`src/include/vosc_pkg.sv`:
```
// package for the video output, sync route and power configuration register slice
package vosc_pkg;

  // register offsets
  localparam logic [7:0] VOSC_OFS_PWR     = 8'h1E;
  localparam logic [7:0] VOSC_OFS_OUTSEL1 = 8'h1F;
  localparam logic [7:0] VOSC_OFS_OUTSEL2 = 8'h20;
  localparam logic [7:0] VOSC_OFS_FIXED_A = 8'h21;
  localparam logic [7:0] VOSC_OFS_FIXED_B = 8'h22;
  localparam logic [7:0] VOSC_OFS_WINDOW  = 8'h23;
  localparam logic [7:0] VOSC_OFS_STATUS  = 8'h24;

  // reset values
  localparam logic [7:0] VOSC_RST_PWR     = 8'h30;
  localparam logic [7:0] VOSC_RST_OUTSEL1 = 8'h94;
  localparam logic [7:0] VOSC_RST_OUTSEL2 = 8'h04;
  localparam logic [7:0] VOSC_RST_FIXED_A = 8'h20;
  localparam logic [7:0] VOSC_RST_FIXED_B = 8'h32;
  localparam logic [7:0] VOSC_RST_WINDOW  = 8'h0A;

  // power control fields
  localparam int VOSC_PWR_AUTO_BIT   = 4;
  localparam int VOSC_PWR_MANUAL_BIT = 3;
  localparam int VOSC_PWR_PINPOL_BIT = 2;
  localparam int VOSC_PWR_FAST_BIT   = 1;
  localparam int VOSC_PWR_GSHIZ_BIT  = 0;

  // output select 1 fields
  localparam int VOSC_OS1_FMT_LSB   = 5;
  localparam int VOSC_OS1_PRI_BIT   = 4;
  localparam int VOSC_OS1_SEC_BIT   = 3;
  localparam int VOSC_OS1_DRV_LSB   = 1;
  localparam int VOSC_OS1_CKINV_BIT = 0;

  // output select 2 fields
  localparam int VOSC_OS2_CKSEL_LSB  = 6;
  localparam int VOSC_OS2_ALLHIZ_BIT = 5;
  localparam int VOSC_OS2_GSHIZ_BIT  = 4;
  localparam int VOSC_OS2_FLDPOL_BIT = 3;
  localparam int VOSC_OS2_PLLFLT_BIT = 2;
  localparam int VOSC_OS2_SPSRC_BIT  = 1;

  // status fields
  localparam int VOSC_ST_LS0_BIT = 7;

  // timing: window step and default activity timeout
  localparam int VOSC_CLK_PERIOD_PS   = 8000;
  localparam int VOSC_WIN_STEP_NS     = 25;
  localparam int VOSC_WIN_STEP_CYC    = (VOSC_WIN_STEP_NS * 1000 + VOSC_CLK_PERIOD_PS - 1) / VOSC_CLK_PERIOD_PS;
  localparam int VOSC_ACT_TIMEOUT_CYC = 65536;

  // output format codes
  typedef enum logic [2:0]
  {
    VOSC_FMT_RGB444 = 3'h4,
    VOSC_FMT_YC422  = 3'h5,
    VOSC_FMT_DDR444 = 3'h6
  } vosc_fmt_t;

  // decoded drive strength
  typedef enum logic [1:0]
  {
    VOSC_DRV_LOW,
    VOSC_DRV_MED,
    VOSC_DRV_HIGH
  } vosc_drive_t;

  // output clock selection
  typedef enum logic [1:0]
  {
    VOSC_CK_PIXEL,
    VOSC_CK_PHASE90,
    VOSC_CK_DOUBLE,
    VOSC_CK_HALF
  } vosc_cksel_t;

  // configuration carried to the output formatter and clock path
  typedef struct packed
  {
    logic [2:0]  format;
    vosc_drive_t drive;
    vosc_cksel_t clk_sel;
    logic        clk_invert;
  } vosc_out_cfg_t;

  // output enables of the pin groups
  typedef struct packed
  {
    logic primary;
    logic secondary;
    logic frame_sync;
    logic data_clock;
    logic green_sync;
  } vosc_oe_t;

endpackage

```
`src/design/vosc_regs.sv`:
```
// register slice for output format, output clock, sync routing, sync filter and power control
//
// Function
// RULE1 - power control bit 2 picks sleep pin polarity, 0 active low, default 0
// RULE2 - fast switching bit keeps chip powered, sleep only tristates outputs
// RULE3 - power bit 0 tristates green sync output during power-down when set
// RULE4 - output select 1 bits 7:5 pick format, 100 default RGB, 101, 110
// RULE5 - output select 1 bit 4 enables primary port, default on
// RULE6 - output select 1 bit 3 enables secondary port, default off
// RULE7 - bits 2:1 drive strength except frame sync, 00 low, 01 med, 1x high
// RULE8 - output select 1 bit 0 inverts output data clock
// RULE9 - output select 2 bits 7:6 pick pixel, 90 degree, double or half clock
// RULE10 - output select 2 bit 5 tristates every output except green sync
// RULE11 - output select 2 bit 4 tristates green sync output unconditionally
// RULE12 - output select 2 bit 3 swaps field output polarity
// RULE13 - output select 2 bit 2 feeds loop filtered sync, else raw sync
// RULE14 - output select 2 bit 1 feeds sync processor regenerated sync, else raw
// RULE15 - software must write 1 to output select 2 bit 0
// RULE16 - software keeps the two fixed settings at their reset values
// RULE17 - sync filter passes pulses in window around regenerated edge, 25 ns steps; code rounds a step up to 4 cycles of 8 ns, 32 ns
// RULE18 - status bit 7 reads 1 while line sync input zero is active
// RULE19 - power bit 4 selects auto pin control, else bit 3 powers down manually
// RULE20 - writes to the status register are ignored, bits show live activity
`timescale 1ns/1ps

module vosc_regs
  import vosc_pkg::*;
#(
  parameter int ACT_TIMEOUT_CYC = VOSC_ACT_TIMEOUT_CYC,
  parameter int PERIOD_W        = 16
)
(
  // clock, reset, enable
  input  wire logic          ref_clk_in,
  input  wire logic          reset_in,
  input  wire logic          clk_en_in,
  // register port
  input  wire logic [7:0]    reg_addr_in,
  input  wire logic [7:0]    reg_wdata_in,
  input  wire logic          reg_wr_in,
  input  wire logic          reg_rd_in,
  output logic      [7:0]    reg_rdata_out,
  // pins and sync sources
  input  wire logic          sleep_pin_in,
  input  wire logic          line_sync_input_zero_in,
  input  wire logic          raw_sync_in,
  input  wire logic          regen_line_sync_in,
  input  wire logic          field_odd_in,
  // configuration and control outputs
  output vosc_out_cfg_t      out_cfg_out,
  output vosc_oe_t           oe_out,
  output logic               chip_powerdown_out,
  output logic               field_out,
  output logic               pll_sync_out,
  output logic               sync_proc_out,
  output logic               filtered_sync_out
);

  ////////////////////////////////////////////////////////////////////////////
  // registers

  logic [7:0]          pwr_r;
  logic [7:0]          os1_r;
  logic [7:0]          os2_r;
  logic [7:0]          fixed_a_r;
  logic [7:0]          fixed_b_r;
  logic [7:0]          window_r;
  logic                ls0_active_r;
  logic                ls0_prev_r;
  logic [PERIOD_W-1:0] act_cnt_r;
  logic                regen_prev_r;
  logic [PERIOD_W-1:0] since_edge_r;
  logic [PERIOD_W-1:0] period_r;
  logic                period_ok_r;

  // decode of a write to one offset
  function automatic logic wr_hit(input logic [7:0] ofs);
    wr_hit = reg_wr_in && (reg_addr_in == ofs);
  endfunction

  // software writes; fixed settings kept writable so software can restore them
  always_ff @(posedge ref_clk_in)
  begin
    if (reset_in)
    begin
      pwr_r     <= VOSC_RST_PWR;
      os1_r     <= VOSC_RST_OUTSEL1;
      os2_r     <= VOSC_RST_OUTSEL2;
      fixed_a_r <= VOSC_RST_FIXED_A;
      fixed_b_r <= VOSC_RST_FIXED_B;
      window_r  <= VOSC_RST_WINDOW;
    end
    else if (clk_en_in)
    begin
      if (wr_hit(VOSC_OFS_PWR))
        pwr_r <= reg_wdata_in;
      if (wr_hit(VOSC_OFS_OUTSEL1))
        os1_r <= reg_wdata_in;
      if (wr_hit(VOSC_OFS_OUTSEL2))
        os2_r <= reg_wdata_in;    // RULE15
      if (wr_hit(VOSC_OFS_FIXED_A))
        fixed_a_r <= reg_wdata_in; // RULE16
      if (wr_hit(VOSC_OFS_FIXED_B))
        fixed_b_r <= reg_wdata_in; // RULE16
      if (wr_hit(VOSC_OFS_WINDOW))
        window_r <= reg_wdata_in;
    end
  end

  // read data one cycle after the strobe, zero elsewhere and on unmapped offsets
  always_ff @(posedge ref_clk_in)
  begin
    if (reset_in)
      reg_rdata_out <= 8'h00;
    else if (clk_en_in)
    begin
      reg_rdata_out <= 8'h00;
      if (reg_rd_in)
      begin
        case (reg_addr_in)
          VOSC_OFS_PWR:     reg_rdata_out <= pwr_r;
          VOSC_OFS_OUTSEL1: reg_rdata_out <= os1_r;
          VOSC_OFS_OUTSEL2: reg_rdata_out <= os2_r;
          VOSC_OFS_FIXED_A: reg_rdata_out <= fixed_a_r;
          VOSC_OFS_FIXED_B: reg_rdata_out <= fixed_b_r;
          VOSC_OFS_WINDOW:  reg_rdata_out <= window_r;
          VOSC_OFS_STATUS:  reg_rdata_out <= {ls0_active_r, 7'h00}; // RULE20
          default:          reg_rdata_out <= 8'h00;
        endcase
      end
    end
  end

  ////////////////////////////////////////////////////////////////////////////
  // line sync zero activity: any edge restarts a timeout, expiry means inactive

  always_ff @(posedge ref_clk_in)
  begin
    if (reset_in)
    begin
      ls0_prev_r   <= 1'b0;
      act_cnt_r    <= '0;
      ls0_active_r <= 1'b0;
    end
    else if (clk_en_in)
    begin
      ls0_prev_r <= line_sync_input_zero_in;
      if (line_sync_input_zero_in != ls0_prev_r)
      begin
        act_cnt_r    <= '0;
        ls0_active_r <= 1'b1;                                    // RULE18
      end
      else if (act_cnt_r >= PERIOD_W'(ACT_TIMEOUT_CYC - 1))
        ls0_active_r <= 1'b0;                                    // RULE18
      else
        act_cnt_r <= act_cnt_r + 1'b1;
    end
  end

  ////////////////////////////////////////////////////////////////////////////
  // sync filter: learn the line period from regenerated edges, open a window
  // of half the width either side of the expected edge; an unlearnt period
  // only opens after the edge, since nothing can be predicted yet

  logic                regen_rise;
  logic [PERIOD_W-1:0] half_win;
  logic [PERIOD_W-1:0] to_edge;
  logic                in_window;

  assign regen_rise = regen_line_sync_in && !regen_prev_r;
  assign half_win   = PERIOD_W'((32'(window_r) * 32'(VOSC_WIN_STEP_CYC)) >> 1); // RULE17
  assign to_edge    = period_r - since_edge_r;
  assign in_window  = (since_edge_r < half_win) || (period_ok_r && (to_edge <= half_win)); // RULE17

  always_ff @(posedge ref_clk_in)
  begin
    if (reset_in)
    begin
      regen_prev_r <= 1'b0;
      since_edge_r <= '0;
      period_r     <= '0;
      period_ok_r  <= 1'b0;
    end
    else if (clk_en_in)
    begin
      regen_prev_r <= regen_line_sync_in;
      if (regen_rise)
      begin
        period_r     <= since_edge_r;
        period_ok_r  <= (since_edge_r != '1);
        since_edge_r <= '0;
      end
      else if (since_edge_r != '1)
        since_edge_r <= since_edge_r + 1'b1;
      else
        period_ok_r <= 1'b0; // edges lost, stop predicting
    end
  end

  ////////////////////////////////////////////////////////////////////////////
  // power-down and output enables

  logic pin_asserted;
  logic pd_request;
  logic pd_tristate;
  logic filtered_sync;

  assign pin_asserted  = pwr_r[VOSC_PWR_PINPOL_BIT] ? sleep_pin_in : !sleep_pin_in;   // RULE1
  assign pd_request    = pwr_r[VOSC_PWR_AUTO_BIT] ? pin_asserted
                                                  : pwr_r[VOSC_PWR_MANUAL_BIT];       // RULE19
  assign pd_tristate   = pd_request;                                                 // RULE2
  assign filtered_sync = raw_sync_in && in_window;                                   // RULE17

  // drive strength decode, upper bit set means high whatever the low bit
  function automatic vosc_drive_t drive_decode(input logic [1:0] code);
    if (code[1])
      drive_decode = VOSC_DRV_HIGH;   // RULE7
    else if (code[0])
      drive_decode = VOSC_DRV_MED;    // RULE7
    else
      drive_decode = VOSC_DRV_LOW;    // RULE7
  endfunction

  // registered outputs so pins never see decode glitches
  always_ff @(posedge ref_clk_in)
  begin
    if (reset_in)
    begin
      out_cfg_out        <= '0;
      oe_out             <= '0;
      chip_powerdown_out <= 1'b0;
      field_out          <= 1'b0;
      pll_sync_out       <= 1'b0;
      sync_proc_out      <= 1'b0;
      filtered_sync_out  <= 1'b0;
    end
    else if (clk_en_in)
    begin
      out_cfg_out.format     <= os1_r[VOSC_OS1_FMT_LSB +: 3];                      // RULE4
      out_cfg_out.drive      <= drive_decode(os1_r[VOSC_OS1_DRV_LSB +: 2]);        // RULE7
      out_cfg_out.clk_sel    <= vosc_cksel_t'(os2_r[VOSC_OS2_CKSEL_LSB +: 2]);     // RULE9
      out_cfg_out.clk_invert <= os1_r[VOSC_OS1_CKINV_BIT];                         // RULE8
      chip_powerdown_out     <= pd_request && !pwr_r[VOSC_PWR_FAST_BIT];           // RULE2
      oe_out.primary    <= os1_r[VOSC_OS1_PRI_BIT] && !os2_r[VOSC_OS2_ALLHIZ_BIT] && !pd_tristate; // RULE5
      oe_out.secondary  <= os1_r[VOSC_OS1_SEC_BIT] && !os2_r[VOSC_OS2_ALLHIZ_BIT] && !pd_tristate; // RULE6
      oe_out.frame_sync <= !os2_r[VOSC_OS2_ALLHIZ_BIT] && !pd_tristate;            // RULE10
      oe_out.data_clock <= !os2_r[VOSC_OS2_ALLHIZ_BIT] && !pd_tristate;            // RULE10
      oe_out.green_sync <= !os2_r[VOSC_OS2_GSHIZ_BIT]                              // RULE11
                           && !(pd_request && pwr_r[VOSC_PWR_GSHIZ_BIT]);           // RULE3
      field_out         <= field_odd_in ^ os2_r[VOSC_OS2_FLDPOL_BIT];              // RULE12
      pll_sync_out      <= os2_r[VOSC_OS2_PLLFLT_BIT] ? filtered_sync : raw_sync_in;        // RULE13
      sync_proc_out     <= os2_r[VOSC_OS2_SPSRC_BIT] ? regen_line_sync_in : raw_sync_in;    // RULE14
      filtered_sync_out <= filtered_sync;
    end
  end

endmodule // vosc_regs

```
`config.mk`:
```
export PLATFORM = sky130hd
export DESIGN_NAME = vosc_regs
export DESIGN_NICKNAME = d
export VERILOG_FILES = /design/src/include/vosc_pkg.sv /design/src/design/vosc_regs.sv
export SDC_FILE = /design/constraint.sdc
export NUM_CORES = 1
export LEC_CHECK = 0
export CORE_AREA = 2 2 100 127
export DETAILED_ROUTE_END_ITERATION = 10
export DIE_AREA = 0 0 102 129
export DONT_BUFFER_PORTS = 1
export PLACE_DENSITY = 0.72
export SLEW_MARGIN = 25
export SYNTH_ARGS = -nofsm -noshare
export SYNTH_HDL_FRONTEND = slang
export SYNTH_SLANG_ARGS = --single-unit
```
`constraint.sdc`:
```
create_clock -name ref_clk_in -period 2.7 [get_ports ref_clk_in]
set_input_delay 0.27 -clock ref_clk_in [delete_from_list [all_inputs] [get_ports ref_clk_in]]
set_output_delay 0.27 -clock ref_clk_in [all_outputs]
set_load 0.02 [all_outputs]
```
---- Yosys cells after proc, flatten, opt, wreduce, memory -nomap -nowiden ----
Cells that the tools add are included.
storage, ports and cells
  register bits ........................... 125
  input port bits ......................... 26
  output and inout bits ................... 26
  word-level logic and storage cells ...... 99
operators by class
  add/subtract/negate cells ............... 3
  magnitude comparators ................... 3
  equality and inequality tests ........... 11
  multiplexer cells ....................... 16
  bitwise logic cells ..................... 1
  reductions and logical operators ........ 38
operators by type and width
  operator                                                         number
  16-bit two-way mux                                               4
  8-bit case mux with 7 select lines                               1
  8-bit by 6-bit == test with 1-bit output, second input constant  5
  16-bit by 1-bit adder with 16-bit output, second input constant  2
  2-bit AND reduction                                              11
  1-bit logical AND                                                17
  8-bit by 5-bit == test with 1-bit output, second input constant  2
  16-bit >= comparator, second input constant                      1
  16-bit by 9-bit less-or-equal comparator with 1-bit output       1
  16-bit by 9-bit less-than comparator with 1-bit output           1
  16-bit inequality test, second input constant                    1
  16-bit subtractor                                                1
  1-bit two-way mux                                                9
  8-bit two-way mux                                                1
  1-bit zero test                                                  7
  2-bit inequality test, second input constant                     2
  2-bit nonzero test                                               2
  2-bit two-way mux                                                1
  1-bit logical OR                                                 1
  1-bit inequality test                                            1
  1-bit bitwise XOR                                                1

---- Logic depth before layout (Yosys ltp) ----
  word-level depth ........................ 6
  mapped depth ............................ 16
  mapped depth without buffers ............ 16

---- Least setup slack after synthesis ----
No wires, ideal clock.
  kind .................................... reg-to-reg
  from .................................... reg since_edge_r[6]
  to ...................................... reg pll_sync_out
  library setup time ...................... 0.060 ns
  arrival time ............................ 2.834 ns
  data required time ...................... 2.640 ns
  slack ................................... -0.195 ns
  cell stages (with the launch flop) ...... 14
  buffers on the path ..................... 0
  clock period less this slack ............ 2.895 ns
  path through ............................ dfxtp_1 -> inv_1 -> ha_1 -> a21oi_1 -> nand2_1 -> o21ai_0 -> xnor2_1 -> ha_1 -> nand4_1 -> a21oi_1 -> a2111oi_0 -> o221a_2 -> nand4_1 -> nand2_1
on the way
  word-level cells in the longest chain between the ends .. 6
  elaborated cells between the ends (all ways) .. 7
  classes of those cells .................. add/sub (1); order compare (2); mux (1); reduce/logical (3)
ends and longest elaborated chain
  element                                                     RTL line          text
  start, declared                                             vosc_regs.sv:72   logic [PERIOD_W-1:0] since_edge_r;
  start signal, assigned                                      vosc_regs.sv:194  since_edge_r <= since_edge_r + 1'b1;
  16-bit subtractor                                           vosc_regs.sv:172  assign to_edge = period_r - since_edge_r;
  16-bit by 9-bit less-or-equal comparator with 1-bit output  vosc_regs.sv:173  assign in_window = (since_edge_r < half_win) || (period_ok_r && (to_edge <= half_win));
  1-bit logical AND                                           vosc_regs.sv:173
  1-bit logical OR *                                          vosc_regs.sv:173
  1-bit logical AND *                                         vosc_regs.sv:212  assign filtered_sync = raw_sync_in && in_window;
  1-bit two-way mux *                                         vosc_regs.sv:251  pll_sync_out <= os2_r[VOSC_OS2_PLLFLT_BIT] ? filtered_sync : raw_sync_in;
  end signal, assigned                                        vosc_regs.sv:251
  end, declared                                               vosc_regs.sv:54   output logic pll_sync_out,
Mark *: on every way between the ends. The rest lies on a longest branch, timed or not.
A chain may end at the register's enable or synchronous reset.

---- Worst setup path in the final report ----
  from .................................... reg period_r[0]
  to ...................................... reg filtered_sync_out
on the way
  word-level cells in the longest chain between the ends .. 5
ends and longest elaborated chain
  element                                                     RTL line          text
  start, declared                                             vosc_regs.sv:73   logic [PERIOD_W-1:0] period_r;
  start signal, assigned                                      vosc_regs.sv:189  period_r <= since_edge_r;
  16-bit subtractor                                           vosc_regs.sv:172
  16-bit by 9-bit less-or-equal comparator with 1-bit output  vosc_regs.sv:173
  1-bit logical AND                                           vosc_regs.sv:173
  1-bit logical OR                                            vosc_regs.sv:173
  1-bit logical AND                                           vosc_regs.sv:212
  end signal, assigned                                        vosc_regs.sv:253  filtered_sync_out <= filtered_sync;
  end, declared                                               vosc_regs.sv:56   output logic filtered_sync_out
Every way passes these cells.

==> metrics <==
cell-internal power=3.445 mW; synthesis-stage register bit count=125; antenna viol nets, final=0; routability cong.=0.9679; core area=0.01194 mm^2; launch point of the worst path=period_r[0]; IO Pins=52; Syn Area/Cell=8.681 um^2; global-route usage over all layers=0.2602; count of distinct cell types in the synthesized netlist=57; Slew headroom=0.5726; slowest library cell on the worst path=fa_2; H-tree depth=4; Total Routed Length=16260 um; endpoints failing setup=2; CP required=3.05 ns; FMAX=0.3451 GHz; CTS tree=yes; clk sink count=125; CP startpoint kind=register; I/O Buffers=0; Syn Inst Count=745; CP Class=reg -> reg; Layout area overhead=16.97%; Critical Path Max Stage Delay=0.41 ns; final net count=831; initial antenna violation count=0; Synth area leader=dfxtp_1; Worst Skew=0.01154 ns; Synth Warn #=0; Cell Area, Synth=0.006467 mm^2; Worst Path Buf+Inv=1; clk buf depth=2; first-pass GRT wire length=26880 um; Area contributors post-synth=dfxtp_1 (39%), mux2i_1 (11%), nor2_1 (6.6%); Final period util=1.073; CP Data Arrival Time=3.25 ns; Reg2Reg Launch Point=period_r[0]; Cell Rows=45; crit-path max FO=3; Worst Tran Pin Value=0.6393 ns; PwrDens=592.7 mW/mm^2; DP HPWL=11290 um; failing checks=setup timing; worst skew pair latency=0.41 ns; EDFF count, synth=0; Initial Utilization=0.5418; fin crit period=2.898 ns; setup ws final=-0.1978 ns; most common cell in the netlist=dfxtp_1; Reg power frac=0.421; clock share of power=0.522; P_sw=1.038 mW; outcome=finished with violations; Die Area=0.01316 mm^2; CP cell instances=inv_2, ha_4, fa_2, nor2b_2, o31a_1, o21a_1, nor2_2, xnor2_1, ha_1, nand4_1, nor2_1, nand2_1, a22o_1, nor4_2, nand4_1, nand2_1; Min-Delay Path Class=in -> reg; Leak Pwr=3.122 nW; area share of the largest cell type after synthesis=0.3869; total of max-cap violations=0; die extent in x=102 um; final core utilization=0.6338; Hold WS=0.009385 ns; Setup TNS Final=-0.3921 ns; Hold Violations, Final=0; fill cell count=1000; root buf cell=clkbuf_16; Post-synth ARST share=0; layout cell share with drive strength beyond 1=0.1350; top post-synthesis cells by count=dfxtp_1 (125), nor2_1 (114), nand2_1 (89); CP top delay family=simple AND/OR/NAND/NOR gates; Gate power share=0.057; Worst Min Path Start=reg_wdata_in[6]; Seq/Total Area, Yosys=0.3869; Max VDD drop=0.4627 mV; Chip Height=129 um; grt ovf=0; routed len/inst=17.13 um; CP endpoint kind=register; syn_nets=804; Avg Vias per Cell=5.679; router iterations before antenna repair=5; # diodes=0; clk slew on worst S/H paths=0.06 ns; largest net degree at the start of global routing=83; fin. max-slew vios=0; CTS buffer count=17; number of global-route vias before repair=5382; RSZ-0062 raised after global routing=true; ys flop type=dfxtp_1; Sw Share=0.2316; Initial DRC Count=283; Vias=5389; # DRC=0
==> area by class of cell <==
cell class                      count  area (um^2)  area share
Multi-Input combinational cell    560         3807      0.5033
Clock inverter                     15        186.4     0.02464
Clock buffer                       17        425.4     0.05624
Timing Repair Buffer               36        310.3     0.04102
Sequential cell                   125         2510      0.3318
Tap cell                          164        205.2     0.02713
Inverter                           32        120.1     0.01588
==> through the flow <==
| step | power, mW | worst slack [ns] | instances | area (um^2) |
|---|---|---|---|---|
| 2_1_floorplan | 2.110 | -0.0002323 | 745 | 6511 |
| 3_5_place_dp | 2.130 | -0.2113 | 907 | 6798 |
| 4_1_cts | 4.505 | -0.1360 | 949 | 7551 |
| 5_1_grt | 4.615 | -0.4513 | 949 | 7565 |
| 6_report | 4.484 | -0.1978 | 949 | 7565 |
| 3_3_place_gp | 2.124 | -0.1099 | 907 | 6798 |
==> path summary, 6_finish.rpt <==
path	slack [ns]	to	cells after the start
hold reg to reg	0.46	period_r[5]	2
setup / recovery	-0.20	filtered_sync_out	16
hold / removal	0.009	window_r[6]	2
setup reg to reg	-0.20	filtered_sync_out	16
==> per-layer routing <==
layer,global-route usage,wire (um),vias up
li1,-,-,2669
met1,0.3101,6718,2572
met2,0.4648,8523,124
met3,0.04889,708,24
met4,0.08941,311,0
met5,0,0,-
==> cells in the final DEF, fill, tap and decap left out, types with 5 or more instances in the layout <==
| cell | n |
|---|---|
| dfxtp_1 | 121 |
| nor2_1 | 113 |
| nand2_1 | 89 |
| mux2i_1 | 71 |
| a21oi_1 | 45 |
| ha_1 | 29 |
| inv_1 | 28 |
| o21ai_0 | 28 |
| buf_4 | 27 |
| xnor2_1 | 22 |
| clkbuf_16 | 17 |
| nand3_1 | 14 |
| a22oi_1 | 12 |
| nand4_1 | 11 |
| o21a_1 | 10 |
| and3_1 | 9 |
| xor2_1 | 9 |
| nor3_1 | 8 |
| or3_1 | 8 |
| dlygate4sd3_1 | 8 |
| mux4_2 | 7 |
| mux2_2 | 5 |
==> kinds of logic (layout without fill, tap and decap cells) <==
logic type	count (synthesis)	count (layout)	share of synthesized area
AO/OA/AOI/OAI	127	127	0.1217
XOR/XNOR	31	31	0.04198
multiplexers	83	83	0.1430
buffers and inverters	60	100	0.03618
flip-flops	125	125	0.3869
adder cells (fa/ha/maj)	33	33	0.06500
AND/OR/NAND/NOR	286	286	0.2053
==> power by group through the flow <==
stage | registers, mW | clock network (mW) | logic, mW
6_report | 1.89 | 2.34 | 0.256
3_5_place_dp | 1.93 | 0 | 0.202
3_3_place_gp | 1.93 | 0 | 0.197
4_1_cts | 1.89 | 2.37 | 0.249
5_1_grt | 1.89 | 2.44 | 0.280
2_1_floorplan | 1.92 | 0 | 0.186
==> registers in the layout, indices dropped and copies added, names as in the netlist, 4 cells and up <==
name	flops
act_cnt_r	16
period_r	16
since_edge_r	16
fixed_a_r	8
fixed_b_r	8
os1_r	8
os2_r	8
out_cfg_out	8
pwr_r	8
reg_rdata_out	8
window_r	8
oe_out	4
==> what timing repair did <==
item	4_1_cts	5_1_grt
hold buffers	9	0
hold endpoints to repair	93	0
pin swaps	5	9
endpoints found under the setup margin	2	2
setup buffers	1	0
gates resized for setup	11	3
Power figures use the tool's default switching activity.
